<file path="config.mk">
export PLATFORM = sky130hd
export DESIGN_NAME = dlt_link_setup
export DESIGN_NICKNAME = d
export VERILOG_FILES = /design/src/shared/dlt_pkg.sv /design/src/core/dlt_link_setup.sv
export VERILOG_INCLUDE_DIRS = /design/src /design/src/shared
export SDC_FILE = /design/constraint.sdc
export NUM_CORES = 1
export LEC_CHECK = 0
export ABC_AREA = 1
export BUFFER_PORTS_ARGS = -buffer_cell sky130_fd_sc_hd__buf_2
export CAP_MARGIN = 30
export CORE_UTILIZATION = 47
export DETAILED_ROUTE_END_ITERATION = 8
export PLACE_DENSITY = 0.76
export SYNTH_ARGS = -nofsm -noshare
export SYNTH_HDL_FRONTEND = slang
export SYNTH_SLANG_ARGS = --single-unit
</file>
<file path="constraint.sdc">
create_clock -name clk_sys -period 2.32 [get_ports clk_sys]
set_clock_uncertainty 0.2 [all_clocks]
set_input_delay 0.232 -clock clk_sys [delete_from_list [all_inputs] [get_ports clk_sys]]
set_output_delay 0.232 -clock clk_sys [all_outputs]
set_load 0.03 [all_outputs]
</file>
<file path="src/shared/dlt_consts.svh">
// Register offsets, reset values and fixed codes of the link bring-up block.
`ifndef DLT_CONSTS_SVH
`define DLT_CONSTS_SVH
`define DLT_OFS_LINK_RATE 12'h000
`define DLT_OFS_TP_SET    12'h00c
`define DLT_OFS_SCR_DIS   12'h014
`define DLT_OFS_TX_EN     12'h080
`define DLT_OFS_MAIN_ON   12'h084
`define DLT_OFS_SCR_RST   12'h0c0
`define DLT_OFS_SB_CMD    12'h100
`define DLT_OFS_SB_ADDR   12'h108
`define DLT_OFS_SB_DIV    12'h10c
`define DLT_OFS_SB_STAT   12'h130
`define DLT_OFS_SB_CODE   12'h134
`define DLT_OFS_IRQ_MASK  12'h13c
`define DLT_OFS_CODING    12'h200
`define DLT_OFS_HOLD      12'h21c
`define DLT_OFS_RATE_PICK 12'h220
`define DLT_OFS_READY     12'h280
`define DLT_RST_HOLD      1'h1
`define DLT_RST_MASK      1'h1
`define DLT_RST_CODING    1'h1
`define DLT_RST_DIV       8'h00
// Divisor that turns the 50 MHz bus clock into the 1 MHz sideband tick.
`define DLT_DIV_BUS_MHZ   8'h32
`define DLT_READY_ALL     6'h3f
`define DLT_TP_OFF        2'h0
`define DLT_TP_1          2'h1
`define DLT_TP_2          2'h2
`define DLT_TP_3          2'h3
`define DLT_BS_LAST       9'h1ff
`define DLT_RESP_OK       2'h0
`define DLT_RESP_ERR      2'h2
`endif

</file>
<file path="src/shared/dlt_pkg.sv">
// Types shared by the link bring-up block.
package dlt_pkg;
   typedef enum logic [2:0] {
      dlt_lane_off,
      dlt_lane_tp1,
      dlt_lane_tp2,
      dlt_lane_tp3,
      dlt_lane_video
   } dlt_lane_mode_t;
endpackage

</file>
<file path="src/core/dlt_link_setup.sv">
// Source link bring-up: registers, lane pattern choice, scrambler reset, sideband tick.
// Behaviour
// - Training mode blocks video; lanes carry the selected training pattern.
// - Device shows six ready flags; host waits for all before enabling.
// - Writing zero to the mask unmasks hot-plug; host handles plug events.
// - At the fast rate pattern three replaces pattern two.
// - With video on, scrambler resets on every 512th blanking start.
// - Writing one to 0x0c0 resets the scrambler at once.
// - Device divides bus clock by divisor into a 1 MHz sideband tick.
// - Writing the sideband command register launches a request at once.
// - Sink data is reached through sideband registers 0x100 to 0x134.
// - After a reply the device shows the reply code; zero means success.
`timescale 1ns/1ps
`include "dlt_consts.svh"

module dlt_link_setup
   import dlt_pkg::*;
#(
   parameter logic [7:0] RATE_CODE_FAST = 8'h14
)
(
   // Clock and reset.
   input  wire logic                 clk_sys,
   input  wire logic                 srst,
   // Register bus, write side.
   input  wire logic [11:0]          s_axi_awaddr,
   input  wire logic                 s_axi_awvalid,
   output logic                      s_axi_awready,
   input  wire logic [31:0]          s_axi_wdata,
   input  wire logic [3:0]           s_axi_wstrb,
   input  wire logic                 s_axi_wvalid,
   output logic                      s_axi_wready,
   output logic [1:0]                s_axi_bresp,
   output logic                      s_axi_bvalid,
   input  wire logic                 s_axi_bready,
   // Register bus, read side.
   input  wire logic [11:0]          s_axi_araddr,
   input  wire logic                 s_axi_arvalid,
   output logic                      s_axi_arready,
   output logic [31:0]               s_axi_rdata,
   output logic [1:0]                s_axi_rresp,
   output logic                      s_axi_rvalid,
   input  wire logic                 s_axi_rready,
   // Serializer control and status.
   input  wire logic [5:0]           serializer_ready_flags,
   output logic                      serializer_hold_ctl,
   output logic [7:0]                lane_rate_pick,
   output logic                      line_coding_en,
   // Lane symbol selection.
   output dlt_lane_mode_t            lane_mode,
   output logic                      scramble_off,
   input  wire logic                 blank_start_sym,
   output logic                      scrambler_reset,
   // Sideband channel engine.
   output logic                      sb_tick,
   output logic                      sb_launch,
   output logic [15:0]               sb_command,
   output logic [19:0]               sb_address,
   input  wire logic                 sb_reply_valid,
   input  wire logic [3:0]           sb_reply_code,
   // Hot-plug event gate.
   output logic                      hpd_unmasked
);

   // Registers written by software, then sideband reply state, counters and bus decode nets.
   logic [7:0]  link_rate_code;
   logic [1:0]  tp_set;
   logic        tx_en;
   logic        main_stream_on;
   logic [7:0]  sideband_tick_divisor;
   logic        irq_mask;
   logic        reply_rcvd;
   logic [3:0]  reply_code;
   logic [7:0]  div_cnt;
   logic [8:0]  bs_cnt;
   logic        wr_go, rd_go, wr_hit, rd_hit;
   logic [31:0] next_rdata;
   dlt_lane_mode_t next_lane_mode;

   // One write is taken when address and data meet and no answer is pending.
   assign wr_go         = s_axi_awvalid && s_axi_wvalid && !s_axi_bvalid;
   assign rd_go         = s_axi_arvalid && !s_axi_rvalid;
   assign s_axi_awready = wr_go;
   assign s_axi_wready  = wr_go;
   assign s_axi_arready = rd_go;

   // Write decode; unknown offsets answer with an error.
   always_comb
   begin
      unique case (s_axi_awaddr)
         `DLT_OFS_LINK_RATE, `DLT_OFS_TP_SET, `DLT_OFS_SCR_DIS, `DLT_OFS_TX_EN,
         `DLT_OFS_MAIN_ON, `DLT_OFS_SCR_RST, `DLT_OFS_SB_CMD, `DLT_OFS_SB_ADDR,
         `DLT_OFS_SB_DIV, `DLT_OFS_IRQ_MASK, `DLT_OFS_CODING, `DLT_OFS_HOLD,
         `DLT_OFS_RATE_PICK: wr_hit = 1'b1;
         default:            wr_hit = 1'b0;
      endcase
   end

   // Write answer channel.
   always_ff @(posedge clk_sys)
   begin
      if (srst)
      begin
         s_axi_bvalid <= 1'b0;
         s_axi_bresp  <= `DLT_RESP_OK;
      end
      else if (wr_go)
      begin
         s_axi_bvalid <= 1'b1;
         s_axi_bresp  <= wr_hit ? `DLT_RESP_OK : `DLT_RESP_ERR;
      end
      else if (s_axi_bready)
         s_axi_bvalid <= 1'b0;
   end

   // Control registers; all gated by the low byte strobe, though the sideband address spans three byte lanes.
   always_ff @(posedge clk_sys)
   begin
      if (srst)
      begin
         link_rate_code        <= 8'h00;
         tp_set                <= `DLT_TP_OFF;
         scramble_off          <= 1'b0;
         tx_en                 <= 1'b0;
         main_stream_on        <= 1'b0;
         sideband_tick_divisor <= `DLT_RST_DIV;
         irq_mask              <= `DLT_RST_MASK;
         line_coding_en        <= `DLT_RST_CODING;
         serializer_hold_ctl   <= `DLT_RST_HOLD;
         lane_rate_pick        <= 8'h00;
         sb_address            <= 20'h00000;
      end
      else if (wr_go && s_axi_wstrb[0])
      begin
         unique case (s_axi_awaddr)
            `DLT_OFS_LINK_RATE: link_rate_code        <= s_axi_wdata[7:0];
            `DLT_OFS_TP_SET:    tp_set                <= s_axi_wdata[1:0];
            `DLT_OFS_SCR_DIS:   scramble_off          <= s_axi_wdata[0];
            `DLT_OFS_TX_EN:     tx_en                 <= s_axi_wdata[0];
            `DLT_OFS_MAIN_ON:   main_stream_on        <= s_axi_wdata[0];
            `DLT_OFS_SB_DIV:    sideband_tick_divisor <= s_axi_wdata[7:0];
            `DLT_OFS_IRQ_MASK:  irq_mask              <= s_axi_wdata[0];
            `DLT_OFS_CODING:    line_coding_en        <= s_axi_wdata[0];
            `DLT_OFS_HOLD:      serializer_hold_ctl   <= s_axi_wdata[0];
            `DLT_OFS_RATE_PICK: lane_rate_pick        <= s_axi_wdata[7:0];
            `DLT_OFS_SB_ADDR:   sb_address            <= s_axi_wdata[19:0];
            default:            ;
         endcase
      end
   end

   // Hot-plug events pass only while the mask bit is clear.
   assign hpd_unmasked = !irq_mask;

   // Read decode; status reflects the serializer and sideband engine live.
   always_comb
   begin
      next_rdata = 32'h00000000;
      rd_hit     = 1'b1;
      unique case (s_axi_araddr)
         `DLT_OFS_LINK_RATE: next_rdata[7:0]  = link_rate_code;
         `DLT_OFS_TP_SET:    next_rdata[1:0]  = tp_set;
         `DLT_OFS_SCR_DIS:   next_rdata[0]    = scramble_off;
         `DLT_OFS_TX_EN:     next_rdata[0]    = tx_en;
         `DLT_OFS_MAIN_ON:   next_rdata[0]    = main_stream_on;
         `DLT_OFS_SB_CMD:    next_rdata[15:0] = sb_command;
         `DLT_OFS_SB_ADDR:   next_rdata[19:0] = sb_address;
         `DLT_OFS_SB_DIV:    next_rdata[7:0]  = sideband_tick_divisor;
         `DLT_OFS_SB_STAT:   next_rdata[0]    = reply_rcvd;
         `DLT_OFS_SB_CODE:   next_rdata[3:0]  = reply_code;
         `DLT_OFS_IRQ_MASK:  next_rdata[0]    = irq_mask;
         `DLT_OFS_CODING:    next_rdata[0]    = line_coding_en;
         `DLT_OFS_HOLD:      next_rdata[0]    = serializer_hold_ctl;
         `DLT_OFS_RATE_PICK: next_rdata[7:0]  = lane_rate_pick;
         `DLT_OFS_READY:     next_rdata[5:0]  = serializer_ready_flags;
         default:            rd_hit           = 1'b0;
      endcase
   end

   // Read answer channel.
   always_ff @(posedge clk_sys)
   begin
      if (srst)
      begin
         s_axi_rvalid <= 1'b0;
         s_axi_rdata  <= 32'h00000000;
         s_axi_rresp  <= `DLT_RESP_OK;
      end
      else if (rd_go)
      begin
         s_axi_rvalid <= 1'b1;
         s_axi_rdata  <= next_rdata;
         s_axi_rresp  <= rd_hit ? `DLT_RESP_OK : `DLT_RESP_ERR;
      end
      else if (s_axi_rready)
         s_axi_rvalid <= 1'b0;
   end

   // Lane selection: training overrides video, and nothing goes out while the
   // transmitter is off or the serializer is held.
   always_comb
   begin
      if (serializer_hold_ctl || !tx_en)
         next_lane_mode = dlt_lane_off;
      else
         unique case (tp_set)
            `DLT_TP_1: next_lane_mode = dlt_lane_tp1;
            `DLT_TP_2: next_lane_mode = (link_rate_code == RATE_CODE_FAST) ?
                                        dlt_lane_tp3 : dlt_lane_tp2;
            `DLT_TP_3: next_lane_mode = dlt_lane_tp3;
            default:   next_lane_mode = main_stream_on ? dlt_lane_video : dlt_lane_off;
         endcase
   end

   // Registered so the lane datapath sees a clean selector.
   always_ff @(posedge clk_sys)
      if (srst)
         lane_mode <= dlt_lane_off;
      else
         lane_mode <= next_lane_mode;

   // Periodic scrambler alignment; the counter restarts whenever video stops
   // so the first reset after enabling lands a full period later.
   always_ff @(posedge clk_sys)
      if (srst || !main_stream_on)
         bs_cnt <= 9'h000;
      else if (blank_start_sym)
         bs_cnt <= bs_cnt + 9'h001;

   // Forced reset from software or the 512th blanking start.
   always_ff @(posedge clk_sys)
      if (srst)
         scrambler_reset <= 1'b0;
      else
         scrambler_reset <= (wr_go && s_axi_wstrb[0] && s_axi_wdata[0] &&
                             s_axi_awaddr == `DLT_OFS_SCR_RST) ||
                            (main_stream_on && blank_start_sym &&
                             bs_cnt == `DLT_BS_LAST);

   // Sideband tick: one pulse every divisor cycles; zero acts as one.
   always_ff @(posedge clk_sys)
   begin
      if (srst)
      begin
         div_cnt <= 8'h00;
         sb_tick <= 1'b0;
      end
      else if (div_cnt + 8'h01 >= sideband_tick_divisor)
      begin
         div_cnt <= 8'h00;
         sb_tick <= 1'b1;
      end
      else
      begin
         div_cnt <= div_cnt + 8'h01;
         sb_tick <= 1'b0;
      end
   end

   // Command write launches a request in the very next cycle.
   always_ff @(posedge clk_sys)
   begin
      if (srst)
      begin
         sb_launch  <= 1'b0;
         sb_command <= 16'h0000;
      end
      else
      begin
         sb_launch <= wr_go && s_axi_awaddr == `DLT_OFS_SB_CMD;
         if (wr_go && s_axi_awaddr == `DLT_OFS_SB_CMD)
            sb_command <= s_axi_wdata[15:0];
      end
   end

   // Reply flag is sticky; a reply arriving as status is read wins the clear.
   always_ff @(posedge clk_sys)
   begin
      if (srst)
      begin
         reply_rcvd <= 1'b0;
         reply_code <= 4'h0;
      end
      else if (sb_reply_valid)
      begin
         reply_rcvd <= 1'b1;
         reply_code <= sb_reply_code;
      end
      else if (rd_go && s_axi_araddr == `DLT_OFS_SB_STAT)
         reply_rcvd <= 1'b0;
   end
endmodule // dlt_link_setup

</file>
---- Yosys cells after proc, flatten, opt, wreduce, memory -nomap -nowiden ----
Cells that the tools add are included.
word-level totals
  register bits ........................... 122
  output and inout port bits .............. 95
  bits of input ports ..................... 79
  word-level logic and storage cells ...... 118
operators by class
  reductions and logical operators ........ 38
  mux-type cells .......................... 21
  $lt $le $gt $ge ......................... 1
  equality and inequality tests ........... 31
  $add $sub $neg .......................... 2
operators with widths
  operator              count
  $eq 12x9->1 const B   10
  $eq 12x10->1 const B  7
  $eq 12x8->1 const B   5
  $eq 12x4->1 const B   2
  $eq 12x5->1 const B   2
  $logic_not 12->1      2
  $reduce_and 2->1      11
  $pmux 8 s2            1
  $pmux 1 s15           1
  $reduce_or 15->1      1
  $pmux 2 s7            1
  $reduce_or 13->1      1
  $pmux 2 s6            1
  $logic_and 1x1->1     10
  $mux 1                10
  $pmux 2 s5            1
  $add 9x1->9 const B   1
  $eq 9x9->1 const B    1
  $pmux 3 s3            1
  $add 8x1->8 const B   1
  $eq 8x5->1 const B    1
  $ge 8x8->1            1
  $pmux 1 s8            1
  $reduce_bool 2->1     3
  other kinds (8)       17

---- Logic depth before layout (Yosys ltp) ----
Gate-level depths: netlist (run 1).
  depth in word-level cells ............... 6
  depth in mapped cells ................... 13
  mapped depth without buffers ............ 12

---- Worst setup path before layout (run 1) ----
OpenSTA, ideal clock, no wires.
  path type ............................... register -> register
  from .................................... register div_cnt[0]
  to ...................................... register div_cnt[0]
  stages on the path, launching flop included .. 14
  clock period less this slack ............ 2.384 ns
  data arrival time ....................... 2.060 ns
  slack ................................... -0.064 ns
  data required time ...................... 1.997 ns
  cells stage by stage .................... dfxtp_1 -> nand3_1 -> nand3b_1 -> nand3b_1 -> xor2_1 -> inv_1 -> ha_1 -> nand2_1 -> nor2_1 -> nand4_1 -> o2111ai_1 -> or2_2 -> clkbuf_1 -> nor2_1
between the ends
  cells in the longest elaborated chain, start to end .. 3
RTL lines
  element                    line                                          RTL
  start: declaration         dlt_link_setup.sv:74                          logic [7:0] div_cnt;
  start signal: assignment   dlt_link_setup.sv:255                         div_cnt <= div_cnt + 8'h01;
  $add 8x1->8 *              dlt_link_setup.sv:248, dlt_link_setup.sv:255
  $ge 8x8->1                 dlt_link_setup.sv:248                         else if (div_cnt + 8'h01 >= sideband_tick_divisor)
  $reduce_or 2->1 (no line)  --
Mark *: on every way between the ends. The rest lies on a longest branch, timed or not.
A chain may end at the register's enable or synchronous reset.

---- Worst setup path in the final report (run 1) ----
  from .................................... register div_cnt[0]
  to ...................................... register div_cnt[7]
The elaborated chain is that of the path after synthesis.

==> out/results.ini, run 1 <==
[run_status]
status = finished with violations
failed_checks = negative setup slack

[synth]
avgSynthCellArea_sq_um = 7.396
synth_xor_area_frac = 0.008783
synth_compound_area_frac = 0.2120
synthSimpleGateAreaFrac = 0.2116
synth.distinct_cells = 47
synth_warnings = 0
synth_top_family_by_area = compound AO/OA/AOI/OAI gates
ys.flop_type = dfxtp_1
synth-edff-count = 0
syn_inst = 809
synth_adder_area_share = 0.02300
seq_area_frac_synth = 0.4015
synthArstFlopShare = 0
syn_area_sq_mm = 0.005983
synthMuxAreaShare = 0
yosys_register_bits = 120

[timing]
rsz0062_at_grt = true
holdWs_ns = 0.01280
period_share = 1.038
tns_ns = -0.5068
fmax_mhz = 415.1
slew_headroom = 0.6149
tightest_slew_ns = 0.5758
drv_slew = 0
setup_viol_count_final = 8
fin_crit_ns = 2.409
hold_viol = 0
layout_setup_ws_ns = -0.08905

[clocking]
clock_path_buffers = 2
cts-buffers-inserted = 17
cts_sinks = 120
clkSlewWorstSetupHoldPaths_ns = 0.06
cts_root_buffer = clkbuf_16
htreeDepth = 4
cts_tree = done
worstSkewPairLatency_ns = 0.42

[critical_path]
r2r_slack_ns = -0.09
critPathLaunchType = register
worst-path-max-fanout = 8
worst-setup-path-type = register to register
crit_arrival_ns = 2.56
critPathRequiredTime_ns = 2.47
endpoint_kind = register

[floorplan]
die_y_um = 114.8
die_area_sq_mm = 0.01319
start_util = 0.4900
ios = 174
die_x_um = 114.8
core_area_sq_mm = 0.01221
row_count = 40

[final_layout]
area_delta_synth_final_pct = 31.93
layout.nets = 1084
n_antenna_cell = 0
drive_gt1_frac = 0.2602

[global_route]
gr-usage-all-layers = 0.2546
grt_antenna_before_repair = 0
grt_pass1_vias = 5468
grt_max_degree = 75
grt_overflow = 0
grt_pass1_wl_um = 26220

[power]
ir_worst_vdd_v = 0.0004583
power.total_w = 0.005237
leakagePower_nw = 3.635
pwr_density_cell_mw_per_mm2 = 663.5

[min_path]
hold_path.class = primary input to register

[routing]
routed_wl_um = 16460
wire_per_inst_um = 14.01
drt_iter0_markers = 486
dr.pass1.iters = 4
drc = 0
ant_nets = 0
vias = 5989
vias_per_cell = 5.097

[job]
maxCapViolCount = 0

[place]
place_congestion = 0.9353
io_buffers = 144
dpl.hpwl_um = 11350

cells by family (layout without fill, tap and decap cells):
family | after synthesis | in the layout
AO/OA/AOI/OAI | 224 | 224
XOR/XNOR | 6 | 6
adder cells (fa/ha/maj) | 11 | 11
buffers and inverters | 200 | 385
flip-flops | 120 | 120
other | 1 | 14
AND/OR/NAND/NOR | 247 | 247
metrics by stage:
stage               instances    util  area [sq um]  setup WS [ns]
floorplan                 822       -          6052        0.01931
global placement         1102  0.5576          6809        0.03199
detailed placement       1102  0.5576          6809       -0.03553
CTS                      1173  0.6427          7849       0.007081
global route             1175  0.6464          7894        -0.3154
finish                   1175  0.6464          7894       -0.08905
synthesized netlist by cell type (3+ instances only):
cell type  count  area [sq um]
o221ai_1       4         35.03
a211oi_1       3         22.52
o221ai_2       5         75.07
nand3_2        4         40.04
inv_2          5         18.77
o21ai_0       66         330.3
a21oi_1       92         460.4
o211ai_1       8         60.06
buf_6          4         45.04
buf_2         11         55.05
o21ai_1       30         150.1
nor2_4         9         101.4
nand2_4        5         56.30
nand2_2        7         43.79
inv_1        151         566.8
buf_4         15         112.6
nand3_1       40         200.2
xor2_1         6         52.55
nor4_1         3         18.77
clkbuf_1      12         45.04
dfxtp_1      120          2402
nand2_1       78         292.8
nand4_1        5         31.28
nor3_1        15         75.07
nor2_1        63         236.5
ha_1          11         137.6
o22ai_1        4         25.02
nand3b_1       4         30.03
nor2_2         7         43.79
final timing paths:
check                                 start        endpoint  cells past startpoint
setup / recovery                 div_cnt[0]      div_cnt[7]                     10
hold / removal    serializer_ready_flags[4]  s_axi_rdata[4]                      5
setup reg to reg                 div_cnt[0]      div_cnt[7]                     10
hold reg to reg               sb_address[3]   sb_address[3]                      2
worst max-delay path: stages (launching register included):
cell       delay (ns)
dfxtp_4          0.38
nand3_4          0.08
nand3b_1         0.18
nand3b_1         0.21
xor2_1           0.20
inv_1            0.10
ha_4             0.23
a21oi_1          0.18
o2111ai_2        0.16
or2_4            0.30
nor2_1           0.12
per-layer routing:
metal  vias to the layer above  track usage  wire [um]
met5                         -            0          0
met4                         0      0.06494        227
met3                        27      0.07591       1088
met2                       204       0.4368       8022
met1                      2768       0.3124       7122
li1                       2990            -          -
area by class of cell:
type,instances,area (sq um)
inverters,157,590.6
fillers,1027,4318
multi-input cells,502,2869
clock buffers,19,432.9
clock inverters,13,168.9
well taps,168,210.2
flip-flops and latches,120,2411
repair buffers,196,1211
state kept, by name, indices dropped and copies added, names as in the netlist, 2 cells and up:
signal and count:
bs_cnt 9, sideband_tick_divisor 8, div_cnt 8, lane_rate_pick 8, sb_command 16, link_rate_code 8
tp_set 2, reply_code 4, s_axi_rdata 20, lane_mode 3, sb_address 20
timing repair:
action | 4_1_cts | 5_1_grt
setup endpoints to repair | 8 | 9
pin swaps | 6 | 4
gates resized for setup | 10 | 9
setup buffers | 4 | 2
hold buffers | 35 | 0
hold endpoints to repair | 70 | 0
where the power goes:
group	switching, W	leakage (nW)	internal, W
Combinational	0.000283	2.38	0.000158
Clock	0.000991	0.281	0.00170
Sequential	0.0000177	0.974	0.00209
Total	0.00129	3.63	0.00395
cells in the final DEF (no fill, tap or decap), types with 6 or more instances in the layout:
cell type and count:
nand2_1 76, o21ai_1 30, o21ai_0 66, nor3_1 15
dlygate4sd3_1 35, conb_1 14, nor2_1 59, clkbuf_16 17
nand2_4 6, nand2_2 8, nor2_2 10, nand3_1 38
buf_4 16, inv_2 7, dfxtp_1 117, ha_1 9
inv_1 149, nor2_4 10, buf_2 144, o211ai_1 8
a21oi_1 92
No activity file was read; power rests on OpenSTA's default activity.
==> run 2: changes to the inputs <==
ABC_AREA = 0   (was 1)
MAX_ROUTING_LAYER = met4   (was default)
PLACE_DENSITY = 0.77   (was 0.76)
==> out/results.ini, run 2 <==
[run_status]
status = finished with violations
failed_checks = design-rule violations, negative setup slack

[synth]
synthTopCellsByCount = dfxtp_1 (120), nor2_1 (117), mux2i_1 (69), nand2_1 (45), a21oi_1 (36)
yosysTopAreaCellShare = 0.4205  ; +0.01899
synth-edff-count = 0  ; unchanged
synth_warnings = 0  ; unchanged
syn_area_sq_mm = 0.005713  ; -4.5%
yosysMostFrequentCell = dfxtp_1
avgSynthCellArea_sq_um = 8.643  ; +17%
synth.distinct_cells = 61  ; +30%
seq_area_frac_synth = 0.4205  ; +0.01899
synthTopCellsByArea = dfxtp_1 (42%), mux2i_1 (12%), nor2_1 (7.7%)
yosys_register_bits = 120  ; unchanged
synthArstFlopShare = 0  ; unchanged
ys.flop_type = dfxtp_1
yosys.area.top_type = dfxtp_1
syn_inst = 661  ; -18%

[final_layout]
layout.nets = 959  ; -12%
area_delta_synth_final_pct = 38.35
fillers = 922  ; -10%
n_antenna_cell = 0  ; unchanged
design_area_sq_mm = 0.007904  ; +0.13%
drive_gt1_frac = 0.2920  ; +0.03187
seq_area_sq_mm = 0.002414  ; +0.10%
layout_commonest_cell = buf_2
multi_input_area_sq_mm = 0.003212  ; +12%
top_regs = s_axi_rdata: 20 flops, sb_address: 20 flops, sb_command: 16 flops
final_cell_mix = buf_2 (144), nor2_1 (117), dfxtp_1 (115)

[routing]
ant_nets = 0  ; unchanged
drc = 5  ; +5
dr.pass1.iters = 9  ; +5
vias_per_cell = 5.621  ; +10%
drt_iter0_markers = 489  ; +0.62%
vias = 5750  ; -4.0%
routed_wl_um = 18570  ; +13%
wire_per_inst_um = 18.16  ; +30%

[timing]
fmax_mhz = 418.9  ; +0.91%
setup_viol_count_final = 8  ; unchanged
rsz0062_at_grt = true
layout_setup_ws_ns = -0.06730  ; +0.02175 ns
period_share = 1.029  ; -0.009375
tightest_slew_ns = 0.4978  ; -0.07799 ns
slew_headroom = 0.6654  ; +0.05048
drv_slew = 0  ; unchanged
hold_viol = 0  ; unchanged
fin_crit_ns = 2.387  ; -0.02175 ns

[critical_path]
critPathLaunchType = register
cp_cell_sequence = buf_6 -> buf_4 -> nand3_2 -> xnor2_2 -> ha_2 -> a21o_1 -> a21o_1 -> a21oi_2 -> o21ai_2 -> a211o_4 -> nor2b_1
r2r_end = div_cnt[4]
endpoint_kind = register
worst-path-max-fanout = 8  ; unchanged
worst-setup-path-type = register to register
startpoint = div_cnt[0]
r2r_slack_ns = -0.07  ; +0.02 ns
r2r_cells = 11  ; +1
rr_startpoint = div_cnt[0]
critPathRequiredTime_ns = 2.47  ; about the same
path_common_cell = a21o_1
max_stage_delay_ns = 0.37  ; about the same
path_buf_inv = 2  ; +1
crit_slowest_cell = a211o_4
endpoint = div_cnt[4]
crit_arrival_ns = 2.53  ; -0.03 ns
path_depth = 11  ; +1
path_delay_family = compound AO/OA/AOI/OAI gates

[clocking]
clkSlewWorstSetupHoldPaths_ns = 0.05  ; about the same
worstSkewPairLatency_ns = 0.43  ; about the same
cts_root_buffer = clkbuf_16
cts_sinks = 120  ; unchanged
cts_tree = done
htreeDepth = 4  ; unchanged
cts-buffers-inserted = 17  ; unchanged
clock_path_buffers = 2  ; unchanged

[power]
power.total_w = 0.005208  ; -0.57%
ir_worst_vdd_v = 0.0004971  ; +8.5%
leakagePower_nw = 3.736  ; +2.8%
pwr_density_cell_mw_per_mm2 = 658.9  ; -0.69%

[global_route]
grt_pass1_vias = 5622  ; +2.8%
grt_overflow = 0  ; unchanged
grt_max_degree = 103  ; +37%
grt_pass1_wl_um = 29170  ; +11%
grt_antenna_before_repair = 0  ; unchanged
gr-usage-all-layers = 0.3067  ; +0.05213

[min_path]
hold_depth = 4  ; -1
hold_path.class = primary input to register

[job]
maxCapViolCount = 0  ; unchanged

[floorplan]
row_count = 39  ; -2.5%
ios = 174  ; unchanged
start_util = 0.4919  ; +0.001961
die_y_um = 112.3  ; -2.2%
die_x_um = 112.3  ; -2.2%
core_area_sq_mm = 0.01161  ; -4.9%
die_area_sq_mm = 0.01260  ; -4.4%

[place]
placed_cell_area_sq_mm = 0.006792  ; -0.26%
dpl.hpwl_um = 13130  ; +16%
place_congestion = 0.9869  ; +5.5%
io_buffers = 144  ; unchanged

==> run 2: cell types whose count changed in the layout (fill, tap and decap cells not counted), sizes merged, moves of 8 or more <==
cell / previous run / this run
buf: 161 / 194
inv: 159 / 14
nor2b: 0 / 8
o221ai: 9 / 0
a21oi: 93 / 36
mux2i: 0 / 69
nor2: 80 / 117
a221oi: 0 / 11
nand2b: 0 / 8
o21ai: 96 / 12
nand3: 44 / 30
nand2: 90 / 45
==> run 2: what timing repair did <==
| item | 4_1_cts | 5_1_grt |
|---|---|---|
| gates resized for setup | 11 | 18 |
| endpoints found under the hold margin | 63 | 0 |
| pin swaps | 11 | 6 |
| hold buffers | 33 | 0 |
| setup endpoints to repair | 9 | 17 |
| setup buffers | 4 | 0 |
==> run 2: cell type report <==
type	count	share of cell area
clock inverters	6	0.01140
clock buffers	24	0.06348
inverters	14	0.006649
flip-flops and latches	120	0.3054
multi-input cells	489	0.4064
repair buffers	227	0.1841
well taps	143	0.02264
==> run 2: power by group <==
part / internal (W) / switching, W / leakage [nW]
combinational: 0.000176 / 0.000293 / 2.47
clock: 0.00171 / 0.000926 / 0.288
sequential: 0.00209 / 0.0000159 / 0.974
==> run 2: stage by stage <==
step | TNS, ns | hold WS, ns | worst slack, ns | cells | utilization
6_report | -0.3274 | 0.01530 | -0.06730 | 1023 | 0.6806
5_1_grt | -0.9631 | 0.03548 | -0.1497 | 1023 | 0.6806
4_1_cts | -0.7474 | 0.006972 | -0.1074 | 1023 | 0.6719
3_5_place_dp | -2.018 | 0.2467 | -0.2640 | 956 | 0.5848
3_3_place_gp | -0.7522 | 0.2426 | -0.09982 | 956 | 0.5848
2_1_floorplan | 0 | 0.1613 | 0.006568 | 674 | -
==> run 2: cells by family (layout without fill, tap and decap cells) <==
kind of cell	Yosys count	count (layout)	share of synthesized area
compound gates	99	99	0.1159
xor+xnor	12	12	0.01840
fa+ha+maj	11	11	0.02409
buf+inv	65	271	0.05410
flops	120	120	0.4205
mux	70	70	0.1229
other cells	1	14	0.0006564
simple gates	283	283	0.2435
==> run 2: worst min path at each step <==
stage	startpoint	slack (ns)	end
detailed placement	s_axi_rdata[17]	0.25	s_axi_rdata[17]
floorplan	s_axi_wdata[0]	0.16	serializer_hold_ctl
global placement	s_axi_rdata[16]	0.24	s_axi_rdata[16]
CTS	s_axi_wvalid	0.007	s_axi_bresp[1]
global route	s_axi_wdata[0]	0.04	link_rate_code[0]
finish	s_axi_wvalid	0.02	s_axi_bresp[1]
==> run 2: tightest hold or removal path, cell delays in order <==
cell and delay, ns:
buf_2 0.08, nand3b_1 0.13, nand2_1 0.10, a21oi_1 0.05
==> run 2: layer usage <==
layer,GRT usage,up-vias,share of wire
li1,-,2741,-
met1,0.3764,2739,0.43
met2,0.4928,245,0.48
met3,0.07667,25,0.075
met4,0.1040,0,0.017
met5,-,-,0
==> run 3: changes to the inputs <==
SLEW_MARGIN = 20   (was default)
clock period = 2 ns   (was 2.32 ns; I/O delays follow)
==> out/results.ini, run 3 (synthesis gave the netlist of run 2 again) <==
[job]
maxCapViolCount = 0  ; unchanged

[place]
place_congestion = 0.9311  ; -5.7%
io_buffers = 144  ; unchanged
placed_cell_area_sq_mm = 0.007186  ; +5.8%
dpl.hpwl_um = 13780  ; +5.0%
dp.cells = 999  ; +4.5%

[global_route]
grt_pass1_wl_um = 31030  ; +6.4%
grt_overflow = 0  ; unchanged
grt_antenna_before_repair = 1  ; +1
gr-usage-all-layers = 0.3283  ; +0.02156
grt_max_degree = 79  ; -23%
grt_pass1_vias = 6056  ; +7.7%

[final_layout]
multi_input_area_sq_mm = 0.003196  ; -0.51%
layout_commonest_cell = buf_2
design_area_sq_mm = 0.008343  ; +5.6%
area_delta_synth_final_pct = 46.04
drive_gt1_frac = 0.3298  ; +0.03771
layout.nets = 1010  ; +5.3%
finalCoreUtilization = 0.7184  ; +0.03782
final_cell_mix = buf_2 (143), dfxtp_1 (117), nor2_1 (116)
final_cells = 1075  ; +5.1%
seq_area_sq_mm = 0.002411  ; -0.10%
top_regs = s_axi_rdata: 20 flops, sb_address: 20 flops, sb_command: 16 flops
fillers = 894  ; -3.0%

[critical_path]
critPathLaunchType = register
critPathRequiredTime_ns = 2.16  ; -0.31 ns
endpoint_kind = register
startpoint = div_cnt[0]
rr_startpoint = div_cnt[0]
r2r_cells = 10  ; -1
worst-path-max-fanout = 8  ; unchanged
crit_arrival_ns = 2.61  ; +0.08 ns
worst-setup-path-type = register to register

[floorplan]
die_x_um = 112.3  ; unchanged
die_y_um = 112.3  ; unchanged
row_count = 39  ; unchanged
start_util = 0.4919  ; unchanged
core_area_sq_mm = 0.01161  ; unchanged
die_area_sq_mm = 0.01260  ; unchanged
ios = 174  ; unchanged

[timing]
hold_viol = 0  ; unchanged
period_share = 1.224  ; +0.1948
setup_viol_count_final = 9  ; +1
fmax_mhz = 408.6  ; -2.5%
layout_setup_ws_ns = -0.4476  ; -0.3803 ns
tns_ns = -3.845  ; -3.518 ns
fin_crit_ns = 2.448  ; +0.06029 ns
slew_headroom = 0.6343  ; -0.03111
rsz0062_at_grt = true
drv_slew = 0  ; unchanged
tightest_slew_ns = 0.5412  ; +0.04343 ns

[routing]
ant_nets = 0  ; unchanged
wire_per_inst_um = 18.15  ; about the same
drc = 6  ; +1
vias_per_cell = 5.650  ; +0.53%
dr.pass1.iters = 9  ; unchanged
drt_iter0_markers = 396  ; -19%
vias = 6074  ; +5.6%
routed_wl_um = 19510  ; +5.0%

[run_status]
failed_checks = design-rule violations, negative setup slack
status = finished with violations

[clocking]
clock_path_buffers = 2  ; unchanged
worstSkewPairLatency_ns = 0.42  ; about the same
htreeDepth = 4  ; unchanged
clkSlewWorstSetupHoldPaths_ns = 0.06  ; about the same
cts_sinks = 120  ; unchanged
cts-buffers-inserted = 17  ; unchanged
cts_root_buffer = clkbuf_16
cts_tree = done

[min_path]
min_from = s_axi_awaddr[6]
hold_depth = 5  ; +1
hold_path.class = primary input to register

[power]
ir_worst_vdd_v = 0.0005933  ; +19%
leakagePower_nw = 4.024  ; +7.7%
pwr_density_cell_mw_per_mm2 = 753.3  ; +14%

[run 3: repair_timing]
item / CTS / global route
gates resized for setup: 10 / 14
hold buffers: 35 / 0
endpoints found under the hold margin: 71 / 0
buffers inserted: 4 / 7
pin swaps: 6 / 7
endpoints found under the setup margin: 18 / 32
[run 3: final timing paths]
| kind | endpoint | slack (ns) |
|---|---|---|
| max | div_cnt[5] | -0.45 |
| min | tx_en | 0.04 |
| max reg2reg | div_cnt[5] | -0.45 |
| min reg2reg | s_axi_bresp[1] | 0.25 |
[run 3: per-stage QoR]
stage / hold WS (ns) / power, W / worst slack [ns]
4_1_cts: 0.03446 / 0.006269 / -0.3689
5_1_grt: 0.07058 / 0.006464 / -0.5144
3_3_place_gp: 0.2314 / 0.003005 / -0.2852
6_report: 0.04030 / 0.006285 / -0.4476
2_1_floorplan: 0.1293 / 0.002779 / -0.1665
3_5_place_dp: 0.2444 / 0.003014 / -0.4366
[run 3: report_power, final]
part           internal [W]  total [W]  switching, W
Combinational      0.000247   0.000604      0.000358
Sequential          0.00242    0.00244     0.0000187
Clock               0.00215    0.00324       0.00110
Total               0.00481    0.00629       0.00147
[run 3: critical path, stage by stage (launching register included)]
cell and delay, ns:
dfxtp_4 0.36, ha_4 0.15, nand3_4 0.08, xnor2_2 0.16
ha_1 0.30, a21o_1 0.17, a21o_1 0.17, a21oi_2 0.17
o21ai_2 0.11, a211o_4 0.38, nor2b_1 0.12
[run 3: final cells by class]
cell class | instances | share of cell area
tap | 143 | 0.02145
clock buffer | 24 | 0.06134
multi-input combinational | 489 | 0.3830
antenna | 1 | 0.0002999
timing repair buffer | 278 | 0.2247
clock inverter | 6 | 0.01365
sequential | 120 | 0.2890
inverter | 14 | 0.006599
[run 3: routing by layer]
| metal | vias to the layer above | track usage | wire length, um |
|---|---|---|---|
| li1 | 2843 | - | - |
| met1 | 2889 | 0.3840 | 8111 |
| met2 | 296 | 0.5458 | 9432 |
| met3 | 46 | 0.08315 | 1428 |
| met4 | 0 | 0.1191 | 535 |
| met5 | - | - | 0 |
